[config.mk]
export PLATFORM = sky130hd
export DESIGN_NAME = osw_spi
export DESIGN_NICKNAME = d
export VERILOG_FILES = /design/src/osw_pkg.sv /design/src/osw_spi.sv
export SDC_FILE = /design/constraint.sdc
export NUM_CORES = 1
export LEC_CHECK = 0
export BUFFER_PORTS_ARGS = -buffer_cell sky130_fd_sc_hd__buf_4
export CAP_MARGIN = 20
export CORE_AREA = 2 2 124 102
export CTS_BUF_LIST = sky130_fd_sc_hd__clkbuf_4 sky130_fd_sc_hd__clkbuf_8
export CTS_CLUSTER_SIZE = 28
export DETAILED_ROUTE_END_ITERATION = 16
export DIE_AREA = 0 0 126 104
export PLACE_DENSITY = 0.47
export SLEW_MARGIN = 20
export SYNTH_ARGS = -nofsm -noshare
export SYNTH_HDL_FRONTEND = slang
export SYNTH_SLANG_ARGS = --single-unit
[constraint.sdc]
create_clock -name sys_clk -period 2.15 [get_ports sys_clk]
set_clock_uncertainty 0.05 [all_clocks]
set_input_delay 0.43 -clock sys_clk [delete_from_list [all_inputs] [get_ports sys_clk]]
set_output_delay 0.43 -clock sys_clk [all_outputs]
set_load 0.02 [all_outputs]
[src/osw_pkg.sv]
package osw_pkg;
	// Number of switched outputs and bits in one command frame
	localparam int OSW_WIDTH = 8;
	// Command latch after reset: every output off (active-low command)
	localparam logic [7:0] OSW_CMD_RST = 8'hff;
	// Shift register after reset
	localparam logic [7:0] OSW_SHREG_RST = 8'h00;
	// Status word forced after a load_supply over-voltage shutdown
	localparam logic [7:0] OSW_OV_STATUS = 8'hff;
	// Fault latches after reset
	localparam logic [7:0] OSW_FLT_RST = 8'h00;
	// Position of the first bit shifted, output 7
	localparam int OSW_MSB = 7;
	// Synchronised pin bundle: cs_n, sclk, sdi, reset_n, sld, over-voltage, drain, short, thermal
	localparam int OSW_SYNC_W = 6 + 3 * 8;
	// Idle value of the synchroniser bundle: chip select high, reset released
	localparam logic [OSW_SYNC_W-1:0] OSW_SYNC_RST = {1'b1, 2'b00, 1'b1, 26'h0000000};
endpackage

[src/osw_spi.sv]
`timescale 1ns/1ps
// Contract
// Chip select low enables transfers and serial_out
// Chip select rise latches shift register to outputs
// Chip select fall loads drain status
// Host keeps serial clock low at chip-select edges
// Host should idle serial clock low
// Chip select high: ignore clock, tristate out
// Sample serial_in on serial clock fall
// Change serial_out on serial clock rise
// Host keeps serial_in steady at clock rise
// Command bit one means output off
// Eight bits, output 7 first
// Shift path is FIFO, status MSB first
// Status one means off, zero means on
// Serial_out ignores the reset input
// Reset clears registers, all outputs off
// Host holds reset low 250 ns minimum
// Host holds reset until supplies good
// Host resets after load_supply undervoltage
// Short latch disabled: shorted output stays limited
// Short latch enabled: only shorted output off
// After over-voltage, next status word all ones
// Extra bits pass through for daisy chains
module osw_spi (
	// Clock and reset
	input wire logic sys_clk,
	input wire logic rst,
	// Serial pins from the host
	input wire logic cs_n,
	input wire logic sclk,
	input wire logic sdi,
	input wire logic reset_n,
	// Serial output pin: level and enable
	output logic sdo,
	output logic sdo_oe,
	// Protection and supply inputs from the analog side
	input wire logic short_latch_disable,
	input wire logic load_supply_ov,
	input wire logic [osw_pkg::OSW_WIDTH-1:0] drain_high,
	input wire logic [osw_pkg::OSW_WIDTH-1:0] short_det,
	input wire logic [osw_pkg::OSW_WIDTH-1:0] thermal_det,
	// Output switch gate drive and current-limit mode
	output logic [osw_pkg::OSW_WIDTH-1:0] gate_on,
	output logic [osw_pkg::OSW_WIDTH-1:0] cur_limit
);
	import osw_pkg::*;

	logic [OSW_SYNC_W-1:0] sync1_q; // First stage, read only by sync2_q
	logic [OSW_SYNC_W-1:0] sync2_q; // Second stage, safe to use
	logic cs_prev_q; // Chip select one cycle older, for edges
	logic sclk_prev_q; // Serial clock one cycle older, for edges
	logic cs_s, sclk_s, sdi_s, rstn_s, sld_s, ov_s;
	logic [7:0] drain_s, short_s, therm_s;
	logic cs_rise, cs_fall, sclk_rise, sclk_fall;
	logic [7:0] shreg_q; // Serial shift register
	logic [7:0] cmd_q; // Output command latch, active low
	logic [7:0] sc_latch_q; // Outputs shut by a short
	logic [7:0] therm_q; // Outputs held off after thermal shutdown
	logic ov_off_q; // All outputs held off after over-voltage
	logic ov_stat_q; // Next status load must read all ones
	logic sdo_q, sdo_oe_q;
	logic [7:0] gate_q, cur_lim_q;
	logic [7:0] status; // Word loaded at chip select fall

	// Two-flop synchroniser for every pin that comes from outside
	always_ff @(posedge sys_clk) begin
		if (rst) begin
			sync1_q <= OSW_SYNC_RST;
			sync2_q <= OSW_SYNC_RST;
		end else begin
			sync1_q <= {cs_n, sclk, sdi, reset_n, short_latch_disable, load_supply_ov,
				drain_high, short_det, thermal_det};
			sync2_q <= sync1_q;
		end
	end

	// Unpack the bundle
	assign {cs_s, sclk_s, sdi_s, rstn_s, sld_s, ov_s, drain_s, short_s, therm_s} = sync2_q;

	// Edge history, taken from the second stage only
	always_ff @(posedge sys_clk) begin
		if (rst) begin
			cs_prev_q <= 1'b1;
			sclk_prev_q <= 1'b0;
		end else begin
			cs_prev_q <= cs_s;
			sclk_prev_q <= sclk_s;
		end
	end

	// Edges; serial clock counts only while selected, so idle clocking is harmless
	assign cs_rise = cs_s & ~cs_prev_q;
	assign cs_fall = ~cs_s & cs_prev_q;
	assign sclk_rise = sclk_s & ~sclk_prev_q & ~cs_s & ~cs_prev_q;
	assign sclk_fall = ~sclk_s & sclk_prev_q & ~cs_s & ~cs_prev_q;

	// Status word: drain high reads one, i.e. off; over-voltage forces all ones
	assign status = ov_stat_q ? OSW_OV_STATUS : drain_s;

	// Shift register: status load on select, sample on serial clock fall
	always_ff @(posedge sys_clk) begin
		if (rst || !rstn_s) begin
			shreg_q <= OSW_SHREG_RST;
		end else if (cs_fall) begin
			shreg_q <= status;
		end else if (sclk_fall) begin
			shreg_q <= {shreg_q[OSW_MSB-1:0], sdi_s};
		end
	end

	// Serial output level; not touched by the reset pin so chains keep reading
	always_ff @(posedge sys_clk) begin
		if (rst) begin
			sdo_q <= 1'b0;
		end else if (cs_fall) begin
			sdo_q <= status[OSW_MSB];
		end else if (sclk_rise) begin
			sdo_q <= shreg_q[OSW_MSB];
		end
	end

	// Output driver enabled only while selected
	always_ff @(posedge sys_clk) begin
		if (rst) begin
			sdo_oe_q <= 1'b0;
		end else begin
			sdo_oe_q <= ~cs_s;
		end
	end

	// Command latch updated as one word on deselect
	always_ff @(posedge sys_clk) begin
		if (rst || !rstn_s) begin
			cmd_q <= OSW_CMD_RST;
		end else if (cs_rise) begin
			cmd_q <= shreg_q;
		end
	end

	// Short latch-off per output; a new short wins over the clear on reprogramming
	always_ff @(posedge sys_clk) begin
		if (rst || !rstn_s) begin
			sc_latch_q <= OSW_FLT_RST;
		end else begin
			sc_latch_q <= (cs_rise ? OSW_FLT_RST : sc_latch_q) | (short_s & gate_q & {8{~sld_s}});
		end
	end

	// Thermal hold: output returns only when rewritten after cooling
	always_ff @(posedge sys_clk) begin
		if (rst || !rstn_s) begin
			therm_q <= OSW_FLT_RST;
		end else begin
			therm_q <= (cs_rise ? OSW_FLT_RST : therm_q) | therm_s;
		end
	end

	// Over-voltage: global off until reprogrammed, and flag for the status word
	always_ff @(posedge sys_clk) begin
		if (rst || !rstn_s) begin
			ov_off_q <= 1'b0;
		end else begin
			ov_off_q <= (ov_off_q & ~cs_rise) | ov_s;
		end
	end

	// Status flag cleared at chip select fall, even when the reset pin blocks the load; a fresh event wins
	always_ff @(posedge sys_clk) begin
		if (rst) begin
			ov_stat_q <= 1'b0;
		end else begin
			ov_stat_q <= (ov_stat_q & ~cs_fall) | ov_s;
		end
	end

	// Gate drive: command zero turns on unless a protection holds it off
	always_ff @(posedge sys_clk) begin
		if (rst) begin
			gate_q <= 8'h00;
		end else begin
			gate_q <= ~cmd_q & ~sc_latch_q & ~therm_q & {8{~ov_off_q}};
		end
	end

	// Current-limit mode flag: on output shorted while latch-off is disabled
	always_ff @(posedge sys_clk) begin
		if (rst) begin
			cur_lim_q <= 8'h00;
		end else begin
			cur_lim_q <= gate_q & short_s & {8{sld_s}};
		end
	end

	assign sdo = sdo_q;
	assign sdo_oe = sdo_oe_q;
	assign gate_on = gate_q;
	assign cur_limit = cur_lim_q;

	// Driver off one cycle after deselect is seen
	a_sdo_tristate: assert property (@(posedge sys_clk) disable iff (rst) cs_s |=> !sdo_oe_q)
		else $error("serial_out driven while deselected");
	// Driver on while selected, whatever the reset pin does
	a_sdo_enable: assert property (@(posedge sys_clk) disable iff (rst) !cs_s |=> sdo_oe_q)
		else $error("serial_out not enabled while selected");
	// Deselect copies the shift register into the command latch
	a_latch_rise: assert property (@(posedge sys_clk) disable iff (rst)
		cs_rise && rstn_s |=> cmd_q == $past(shreg_q))
		else $error("command not latched at chip select rise");
	// Select loads status, all ones after over-voltage
	a_status_load: assert property (@(posedge sys_clk) disable iff (rst)
		cs_fall && rstn_s |=> shreg_q == ($past(ov_stat_q) ? OSW_OV_STATUS : $past(drain_s)))
		else $error("status not loaded at chip select fall");
	// Falling serial clock shifts serial_in in at the bottom
	a_sample_fall: assert property (@(posedge sys_clk) disable iff (rst)
		sclk_fall && rstn_s |=> shreg_q == {$past(shreg_q[6:0]), $past(sdi_s)})
		else $error("serial_in not sampled on falling clock");
	// Rising serial clock presents the top bit
	a_sdo_rise: assert property (@(posedge sys_clk) disable iff (rst)
		sclk_rise |=> sdo_q == $past(shreg_q[OSW_MSB]))
		else $error("serial_out not updated on rising clock");
	// An output commanded off is never driven on
	a_active_low: assert property (@(posedge sys_clk) disable iff (rst)
		1'b1 |=> (gate_q & $past(cmd_q)) == 8'h00)
		else $error("output on while commanded off");
	// Reset pin clears registers and turns everything off two cycles later
	a_reset_clear: assert property (@(posedge sys_clk) disable iff (rst)
		!rstn_s |=> cmd_q == OSW_CMD_RST && shreg_q == OSW_SHREG_RST ##1 gate_q == 8'h00)
		else $error("reset pin did not clear the switch");
	// Latched short shuts the shorted output within two cycles
	a_short_latch: assert property (@(posedge sys_clk) disable iff (rst)
		!sld_s && (short_s & gate_q) != 8'h00 && rstn_s |-> ##2 (gate_q & $past(short_s & gate_q, 2)) == 8'h00)
		else $error("shorted output not shut down");
	// With latch-off disabled, gates move only when a command or a hold moved a cycle earlier
	a_short_limit: assert property (@(posedge sys_clk) disable iff (rst)
		sld_s && rstn_s && $stable(cmd_q) && $stable(sc_latch_q) && $stable(therm_q) && $stable(ov_off_q)
		|=> $stable(gate_q))
		else $error("output dropped in current-limit mode");
	// Current-limit mode never latches a shorted output off
	a_no_latch_off: assert property (@(posedge sys_clk) disable iff (rst)
		sld_s && rstn_s |=> (sc_latch_q & ~$past(sc_latch_q)) == 8'h00)
		else $error("short latched off while latch-off disabled");
endmodule

# Word-level counts from Yosys, hierarchy flattened
# Cells that the tools add are included.
[word_totals]
ff_bits = 114
input_bits = 32
out_inout_bits = 18
elab_cells = 56
[op_classes]
muxes = 7
bitwise_logic = 31
reduce_logical = 4
[op_table]
columns = ["op", "n"]
rows = [
  ["AND 8 bit", 6],
  ["2-to-1 mux 8 bit", 5],
  ["NOT 8 bit", 3],
  ["bitwise OR 8 bit", 2],
  ["AND 1 bit", 10],
  ["NOT 1 bit", 8],
  ["nonzero test 2 bit", 2],
  ["2-to-1 mux 1 bit", 2],
  ["bitwise OR 1 bit", 2],
  ["zero test 1 bit", 1],
  ["logical OR 1 bit", 1],
]

# Longest topological paths before layout
# Gate-level depths: netlist (run 1).
[logic_depth]
ltp_word = 6
ltp_mapped = 5
depth_no_buf = 3

# Worst setup path after synthesis (run 1)
# No wires, ideal clock.
[synth_timing]
path_type = "reg-to-reg"
from = "reg sync2_q[29]"
to = "reg shreg_q[5]"
setup_ps = 133
arrival_ps = 1107
path_slack_ps = 860
path_stages_with_launch = 5
path_buffers = 1
cell_sequence = "dfxtp_1 > buf_6 > or4b_1 > o21ai_0 > o2bb2ai_1"
[synth_via]
elab_chain_len = 4
word_cells_on_any_way = 6
classes_between = "mux: 1; bitwise: 4; reduce/logical: 1"
[synth_lines]
columns = ["element", "line", "text"]
rows = [
  ["from (decl)", "osw_spi.sv:50", "logic [OSW_SYNC_W-1:0] sync2_q;"],
  ["from (signal assigned)", "osw_spi.sv:74", "sync2_q <= sync1_q;"],
  ["NOT 1 bit (*)", "osw_spi.sv:94, osw_spi.sv:96", ""],
  ["AND 1 bit (2 in series)", "osw_spi.sv:96", "assign sclk_fall = ~sclk_s & sclk_prev_q & ~cs_s & ~cs_prev_q;"],
  ["nonzero test 2 bit (no line)", "--", ""],
  ["to (signal assigned)", "osw_spi.sv:106", "shreg_q <= status;"],
  ["to (signal assigned)", "osw_spi.sv:108", "shreg_q <= {shreg_q[OSW_MSB-1:0], sdi_s};"],
  ["to (decl)", "osw_spi.sv:56", "logic [7:0] shreg_q;"],
]
# Every way passes the cells marked *; elsewhere a longest branch is shown, timed or not.
# A chain may end at the register's enable or synchronous reset.

# Worst setup path after layout (run 1)
[layout_timing]
from = "reg sync2_q[29]"
to = "reg shreg_q[3]"
# The elaborated chain is that of the path after synthesis.

==> results of run 1 <==
placed cells by master, fill, tap and decap left out, types with 7 or more instances in the layout:
cell	n
dfxtp_1	114
nor2b_1	61
buf_4	53
nand2_1	32
nor2_1	20
a21oi_1	19
clkbuf_8	18
or4b_1	8
o2bb2ai_1	8
nand3_1	8
or2_2	8
nor4_1	8
o21ai_0	7
registers in the layout, indices dropped and copies added (netlist names), 8 cells and up:
register,count
shreg_q,8
therm_q,8
cur_limit,8
cmd_q,8
gate_on,8
sc_latch_q,8
sync2_q,30
sync1_q,30
through the flow:
stage               area [um2]  setup WS, ns  utilization (%)  std cells  hold WS (ns)
finish                    4490         0.555             37.8        550         0.135
detailed placement        4010         0.562             33.7        518         0.349
floorplan                 3510         0.860                -        332         0.333
global route              4490         0.446             37.8        550         0.116
CTS                       4490         0.542             37.8        550         0.113
global placement          4010         0.591             33.7        518         0.347
worst paths after layout:
kind	startpoint	endpoint	slack, ns
setup reg to reg	sync2_q[29]	shreg_q[3]	0.56
hold reg to reg	sync1_q[29]	sync2_q[29]	0.36
hold / removal	cs_n	sync1_q[29]	0.14
setup / recovery	sync2_q[29]	shreg_q[3]	0.56
cell type report:
type                            instances  share of cell area [%]
Clock buffer                           19                    5.68
Clock inverter                         13                    5.15
Inverter                                2                   0.167
Multi-Input combinational cell        197                    25.1
Sequential cell                       114                    50.8
Tap cell                              152                    4.23
Timing Repair Buffer                   53                    8.85
layer usage:
layer	wire [um]	share of wire, %	track usage (%)
met4	123	1.8	5.65
met1	3610	52	15.1
met3	370	5.4	4.84
met2	2800	40	14.4
met5	0	0	0
power groups by stage:
stage | combinational, mW | sequential, mW | clock [mW]
2_1_floorplan | 0.110 | 2.25 | 0
3_3_place_gp | 0.179 | 2.26 | 0
3_5_place_dp | 0.181 | 2.26 | 0
4_1_cts | 0.182 | 2.22 | 2.46
5_1_grt | 0.200 | 2.22 | 2.56
6_report | 0.179 | 2.22 | 2.41
cell families after synthesis:
family	Yosys count	synth area share (%)
flops	114	65.1
buf+inv	21	2.71
compound gates	40	7.28
simple gates	157	24.9
==> results.md, run 1 <==
* Max Clk Rate at between 600 and 700 MHz
* Sequential Area at between 0.002 and 0.0025 mm2
* Synth Cell Area at around 0.0035 mm2
* CP Data Required Time at 2.44 ns
* HPWL Detailed at 4530 um
* R2R depth at 4
* Clock latency on the worst-skew pair at between 0.4 and 0.5 ns
* Pwr Total at 4.80 mW
* CTS clk-pin slew, worst paths at roughly 0.070 ns
* P_sw at 982 uW
* Root buffer cell: clkbuf_8
* Die area at around 0.013 mm2
* Final ANT Viol Nets at 0
* Diode count at 0
* Comb pwr share at around 3.7%
* Worst stage delay on the critical path at approximately 0.60 ns
* Initial drt markers at 197
* CTS H-tree depth at 4
* Multi-input logic area at approximately 0.0011 mm2
* GRT Total Usage at 11.0%
* TNS Setup at 0 ns
* Type of destination of the critical path: flop
* Mapped Avg Cell Area at between 10 and 15 um2
* Routability Congestion at approximately 0.78
* Hold Crit Class: in2reg
* Final #Nets at 417
* Top cells by count, synth: dfxtp_1 (114), nor2b_1 (61), nand2_1 (32)
* Share of synthesized registers carrying an async set or reset at 0%
* Net count after synthesis at approximately 360
* Initial antenna violation count at 0
* Share of cells above drive strength 1 at between 20% and 30%
* I/O pin cnt at 50
* Slew HR at 57.8%
* Critical path arrival at about 1.9 ns
* CTS Buffer Depth at 2
* RSZ-0062 raised after global routing: no
* Main synth FF type: dfxtp_1
* Die Span Y at between 100 and 150 um
* First-pass GRT wire length at roughly 11,000 um
* Postcts setup bufs at 0
* Number of synthesized flops with an enable pin at 0
* Area grow syn2layout at 28.1%
* Measured slew at the worst slew-check pin at 0.630 ns
* Worst setup path category: reg2reg
* Hold_buf cts at 0
* TritonCTS Buffers at 17
* GRT overflow at 0
* Pwr Density at ~1100 mW/mm2
* Sinks on the clock net at between 100 and 150
* Leakage at between 1.5 and 2 nW
* Hold depth at 2
* Top delay family on crit path: flip-flops
* DRC errors left at 0
* Largest net degree at the start of global routing at 37
* Yosys top cell area share at approximately 65%
* Final Cycle Share at around 74%
* IO buf count at 49
* Run status: finished, final reports clean
* Vias in the first global route at between 2k and 2.5k
* Fillers at ~1.2k
* Routed wire per std cell at approximately 13 um
* Net Sw Frac at between 20 and 25%
* Initial core utilization at between 20% and 30%
* CP cell instances: nor2b_1 -> buf_4 -> a211oi_4 -> o2bb2ai_1
* Worst VDD drop at ~0.38 mV
* Total number of vias at about 2.3k
* Sequential share of power at between 40% and 50%
* Core area at approximately 0.012 mm2
* Die Wd at approximately 130 um
* Yosys top cell by area: dfxtp_1
* #FFs+latches synth at 114
* Max-capacitance violation count at 0
* Yosys warns at 0
* WP depth at 4
* 1st-pass router iterations at 4
* Setup violations, final at 0
* Final slew viol count at 0
* Vias per cell at between 4 and 5
* Worst path slowest cell: dfxtp_1
* Final hold violations at 0
* Internal power at between 3 and 4 mW
* Syn Inst Count at ~330
* Post-CTS Resized at 0
* Most common cell in the netlist: dfxtp_1
* Sequential area share after synthesis at 65.1%
* Netlist cell types at 24
* Startpoint Class: flop
* Clock Power Share at between 50% and 60%
* Dominant cells by area after synthesis: dfxtp_1 (65%), nor2b_1 (11%), nand2_1 (3.4%), a21oi_1 (2.7%), or4b_1 (2.3%)
* Min cycle time layout at roughly 1.6 ns
* CTS tree: built
* Row count at 36
* Crit Path Max Fanout at 16
* Worst Path Buf+Inv at 1
* Overall routed net length at around 7000 um
No activity file was read; power rests on OpenSTA's default activity.
==> run 2: changes to the inputs <==
Settings changed: PLACE_DENSITY 0.47 to 0.48.
Clock period 2.15 ns to 1.3 ns, I/O delays scaled along.
==> run 2 against run 1 <==
Net effect: the flow now finishes with violations (setup timing); sequential share of layout area down 2.8 points; via count grew 4.6%; final cell count up 6.4%; highest routed layer unchanged; critical endpoint is now shreg_q[7]; clock-buffer cell count increased by 5; power up 44%; routed wire length grew 2.3%; clock power up 17%; first-iteration DRC count shrank 49%; sequential power grew 65%; worst setup slack worse by 0.56 ns; die area unchanged.
==> results.md, run 2 (synthesis gave the netlist of run 1 again) <==
* DRC errors left at 0 (unchanged)
* Largest registers: sync1_q: 30 flops, sync2_q: 30 flops (unchanged)
* Leakage at 1.94 nW (was 1.80 nW)
* CP Data Required Time at 1.55 ns (was 2.44 ns)
* Die Span Y at 104 um (unchanged)
* Final slew viol count at 0 (unchanged)
* Initial drt markers at 101 (was 197)
* GRT overflow at 0 (unchanged)
* Routability Congestion at 0.723 (was 0.778)
* Largest net degree at the start of global routing at 51 (was 37)
* Setup violations, final at 1 (was 0)
* Startpoint Class: flop (unchanged)
* Measured slew at the worst slew-check pin at 0.422 ns (was 0.630 ns)
* Most frequent cells in the layout: dfxtp_1 (111), buf_4 (64), nor2b_1 (60) (was dfxtp_1 (114), nor2b_1 (61), buf_4 (53))
* RSZ-0062 raised after global routing: yes (was no)
* GRT Total Usage at 11.6% (was 11.0%)
* CTS clk-pin slew, worst paths at 0.06 ns (was 0.07 ns)
* Type of destination of the critical path: flop (unchanged)
* Vias per cell at 4.18 (was 4.25)
* Pwr Total at 6.90 mW (was 4.80 mW)
* Worst stage delay on the critical path at 0.47 ns (was 0.60 ns)
* Die Wd at 126 um (unchanged)
* Crit Path Max Fanout at 7 (was 16)
* IO buf count at 49 (unchanged)
* Vias in the first global route at 2,417 (was 2,197)
* Final hold violations at 0 (unchanged)
* Run status: complete, but fails checks (was finished, final reports clean)
* Final #Nets at 454 (was 417)
* Final ANT Viol Nets at 0 (unchanged)
* Clock latency on the worst-skew pair at 0.41 ns (was 0.42 ns)
* Commonest non-fill, non-tap cell in the layout: dfxtp_1 (unchanged)
* CTS Buffer Depth at 2 (unchanged)
* Worst VDD drop at 0.562 mV (was 0.377 mV)
* Sinks on the clock net at 114 (unchanged)
* Total number of vias at 2,445 (was 2,338)
* Critical path arrival at 1.56 ns (was 1.88 ns)
* Worst path slowest cell: or4b_1 (was dfxtp_1)
* 1st-pass router iterations at 4 (unchanged)
* First-pass GRT wire length at 11,700 um (was 11,100 um)
* I/O pin cnt at 50 (unchanged)
* CTS H-tree depth at 4 (unchanged)
* Share of cells above drive strength 1 at 27.7% (was 23.6%)
* Overall routed net length at 7070 um (was 6910 um)
* Hold Crit Class: in2reg (unchanged)
* WHS at 0.0170 ns (was 0.135 ns)
* TritonCTS Buffers at 17 (unchanged)
* Initial antenna violation count at 0 (unchanged)
* Area grow syn2layout at 36.2% (was 28.1%)
* Max Clk Rate at 765 MHz (was 627 MHz)
* Fin worst setup slack at -0.00742 ns (was 0.555 ns)
* Final Cycle Share at 101% (was 74.2%)
* TNS Setup at -0.00742 ns (was 0 ns)
* Max-capacitance violation count at 0 (unchanged)
* Row count at 36 (unchanged)
* Initial core utilization at 29.5% (unchanged)
* Slew HR at 71.8% (was 57.8%)
* Root buffer cell: clkbuf_8 (unchanged)
* Pwr Density at 1440 mW/mm2 (was 1070 mW/mm2)
* Worst setup path category: reg2reg (unchanged)
* CTS tree: built (unchanged)
* Die area at 0.0131 mm2 (unchanged)
* CP cell instances: buf_6 -> or4b_1 -> o21ai_1 -> o2bb2ai_2 (was nor2b_1 -> buf_4 -> a211oi_4 -> o2bb2ai_1)
* Routed wire per std cell at 12.1 um (was 12.6 um)
* Violated checks: setup timing
* Core area at 0.0119 mm2 (unchanged)
* Diode count at 0 (unchanged)
* Min cycle time layout at 1.31 ns (was 1.59 ns)
* HPWL Detailed at 4640 um (was 4530 um)
[run 2: final cells by class]
type                    count  area [um2]
well taps                 152         190
repair buffers             90         763
inverters                   2        7.51
multi-input cells         197        1180
flip-flops and latches    114        2290
clock inverters             6        30.0
clock buffers              24         318
fillers                  1236        7110
[run 2: report_power, final]
group / internal [mW] / switching [mW] / leakage (nW) / total [mW]
registers: 3.61 / 0.0528 / 0.934 / 3.66
logic: 0.234 / 0.167 / 0.817 / 0.401
clock network: 1.57 / 1.26 / 0.191 / 2.83
[run 2: final timing paths]
kind	startpoint	to	slack [ns]	cells past startpoint
setup / recovery	sync2_q[29]	shreg_q[7]	-0.007	4
setup reg to reg	sync2_q[29]	shreg_q[7]	-0.007	4
hold / removal	drain_high[0]	sync1_q[16]	0.02	2
hold reg to reg	sync1_q[26]	sync2_q[26]	0.35	1
[run 2: metal layers]
metal	GRT usage [%]	wire, um
met5	0	0
met4	5.18	75
met3	4.73	337
met2	16.4	3090
met1	15.4	3570
[run 2: per-stage QoR]
step	std cells	util (%)	worst slack [ns]	area, um2
2_1_floorplan	332	-	0.0102	3510
3_3_place_gp	529	34.6	-0.0490	4120
3_5_place_dp	529	34.6	-0.124	4120
4_1_cts	582	39.5	0.0299	4700
5_1_grt	585	40.2	-0.0186	4780
6_report	585	40.2	-0.00742	4780
[run 2: what timing repair did]
action                                 CTS  global route
endpoints found under the hold margin   22             0
setup endpoints to repair               24            17
pin swaps                                1             9
hold buffers                            22             0
buffers inserted                         1             3
resized for setup                        3            23
[run 2: worst max-delay path, delay by kind of cell, from the launching register on]
kind	cells	cell delay [ns]
DFF	1	0.36
AOI/OAI and AO/OA	2	0.19
and+or+nand+nor	1	0.47
buffers and inverters	1	0.13
==> run 3: changes to the inputs <==
Settings changed: PLACE_DENSITY 0.48 to 0.47.
Clock period 1.3 ns to 1.4 ns, I/O delays scaled along.
==> run 3 against run 2 <==
Net effect: the flow now finishes without violations; routed wire length decreased by 4.3%; worst setup slack improved by 0.11 ns; clock power increased by 9.5%; sequential share of layout area increased by 2.1 points; clock-buffer cell count decreased by 3; largest cell class unchanged.
==> results.md, run 3 (synthesis gave the netlist of run 1 again) <==
* Overall routed net length at 6760 um (was 7070 um)
* CP Data Required Time at 1.64 ns (was 1.55 ns)
* I/O pin cnt at 50 (unchanged)
* Worst VDD drop at 0.568 mV (was 0.562 mV)
* Measured slew at the worst slew-check pin at 0.457 ns (was 0.422 ns)
* Worst stage delay on the critical path at 0.52 ns (was 0.47 ns)
* GRT overflow at 0 (unchanged)
* Final hold violations at 0 (unchanged)
* Diode count at 0 (unchanged)
* CTS tree: built (unchanged)
* First-pass GRT wire length at 11,400 um (was 11,700 um)
* Hold path start: drain_high[6] (was drain_high[0])
* Routed wire per std cell at 12.0 um (was 12.1 um)
* Worst path slowest cell: or4b_1 (unchanged)
* Pwr Density at 1490 mW/mm2 (was 1440 mW/mm2)
* Die area at 0.0131 mm2 (unchanged)
* Placement Setup Slack at -0.0497 ns (was -0.124 ns)
* Final ANT Viol Nets at 0 (unchanged)
* Critical path arrival at 1.54 ns (was 1.56 ns)
* Sinks on the clock net at 114 (unchanged)
* Top delay family on crit path: simple AND/OR/NAND/NOR gates (unchanged)
* Slew HR at 69.5% (was 71.8%)
* Type of destination of the critical path: flop (unchanged)
* Vias per cell at 4.14 (was 4.18)
* IO buf count at 49 (unchanged)
* Vias in the first global route at 2,357 (was 2,417)
* Run status: finished, final reports clean (was complete, but fails checks)
* Largest net degree at the start of global routing at 51 (unchanged)
* Critical R2R Launch: sync2_q[29] (unchanged)
* 1st-pass router iterations at 4 (unchanged)
* Root buffer cell: clkbuf_8 (unchanged)
* Row count at 36 (unchanged)
* CTS clk-pin slew, worst paths at 0.07 ns (was 0.06 ns)
* DR WL met3 at 330 um (was 337 um)
* TritonCTS Buffers at 17 (unchanged)
* Min cycle time layout at 1.30 ns (was 1.31 ns)
* Clock latency on the worst-skew pair at 0.41 ns (about the same)
* Worst setup path category: reg2reg (unchanged)
* Startpoint Class: flop (unchanged)
* Max-capacitance violation count at 0 (unchanged)
* WHS at 0.0326 ns (was 0.0170 ns)
* Routed wl met2 at 2800 um (was 3090 um)
* Crit Path Max Fanout at 16 (was 7)
* HPWL Detailed at 4620 um (was 4640 um)
* RSZ-0062 raised after global routing: no (was yes)
* Die Wd at 126 um (unchanged)
* DR top layer: met4 (unchanged)
* Die Span Y at 104 um (unchanged)
* Hold Crit Class: in2reg (unchanged)
* Final #Nets at 430 (was 454)
* Share of cells above drive strength 1 at 24.9% (was 27.7%)
* Initial core utilization at 29.5% (unchanged)
* Routability Congestion at 0.728 (was 0.723)
* Initial antenna violation count at 0 (unchanged)
* CTS Buffer Depth at 2 (unchanged)
* Dpl cell area at 0.00408 mm2 (was 0.00412 mm2)
* Total number of vias at 2,326 (was 2,445)
* CTS H-tree depth at 4 (unchanged)
* DRC errors left at 0 (unchanged)
* Commonest non-fill, non-tap cell in the layout: dfxtp_1 (unchanged)
* Core area at 0.0119 mm2 (unchanged)
* Post-route design area at 0.00456 mm2 (was 0.00478 mm2)
* Final slew viol count at 0 (unchanged)
* Setup violations, final at 0 (was 1)
* Leakage at 1.84 nW (was 1.94 nW)
* Largest registers: sync1_q: 30 flops, sync2_q: 30 flops (unchanged)
* Max Clk Rate at 770 MHz (was 765 MHz)
* DRT met1 WL at 3490 um (was 3570 um)
* GRT Total Usage at 11.2% (was 11.6%)
* Fin worst setup slack at 0.101 ns (was -0.00742 ns)
* Most frequent cells in the layout: dfxtp_1 (112), nor2b_1 (60), buf_4 (57) (was dfxtp_1 (111), buf_4 (64), nor2b_1 (60))
* Final Cycle Share at 92.8% (was 101%)
* CP cell instances: or4b_1 -> o21ai_0 -> o2bb2ai_1 (was buf_6 -> or4b_1 -> o21ai_1 -> o2bb2ai_2)
* Initial drt markers at 101 (unchanged)
* Worst Path Buf+Inv at 0 (was 1)
* Area grow syn2layout at 30.1% (was 36.2%)
* CP startpoint: sync2_q[29] (unchanged)
==> run 3: cell types whose count changed in the layout (fill, tap and decap cells not counted), sizes merged <==
cell and delta:
buf -9, bufinv +3, clkbuf -3, clkinv -1, clkinvlp +2, dlygate4sd3 -15
==> run 3: path summary, 6_finish.rpt <==
kind	cells after the start	slack [ns]	to
max	3	0.10	shreg_q[3]
min	2	0.03	sync1_q[22]
max reg2reg	3	0.10	shreg_q[3]
min reg2reg	1	0.37	sync2_q[29]
==> run 3: worst reg2reg max path, cell delays in order (launching register included) <==
cell and delay, ns:
dfxtp_2 0.39, or4b_1 0.52, o21ai_0 0.11, o2bb2ai_1 0.11
==> run 3: repair_timing <==
item                                    CTS  global route
hold buffers                              7             0
hold endpoints to repair                  7             0
pin swaps                                 0             1
setup buffers                             0             0
endpoints found under the setup margin    8             5
resized for setup                         1             2
==> run 3: layer usage <==
| metal | global-route usage (%) | up-vias |
|---|---|---|
| li1 | - | 1221 |
| met1 | 15.1 | 1045 |
| met2 | 15.6 | 49 |
| met3 | 3.81 | 11 |
| met4 | 6.51 | 0 |
| met5 | 0 | - |
==> run 3: area by class of cell <==
type,count,area [um2]
Clock inverter,10,134
Tap cell,152,190
Fill cell,1223,7330
Sequential cell,114,2280
Clock buffer,21,277
Inverter,2,7.51
Timing Repair Buffer,66,538
Multi-Input combinational cell,197,1130
==> run 3: power breakdown <==
group	internal [mW]	total, mW	switching (mW)
Sequential	3.36	3.41	0.0508
Combinational	0.171	0.306	0.135
Clock	1.87	3.10	1.22
==> run 3: through the flow <==
step	TNS (ns)	power, mW	utilization, %	instances
6_report	0	6.81	38.4	562
5_1_grt	0	7.09	38.4	562
4_1_cts	0	6.91	38.3	562
3_5_place_dp	-0.319	3.78	34.3	524
3_3_place_gp	0	3.77	34.3	524
2_1_floorplan	0	3.63	-	332
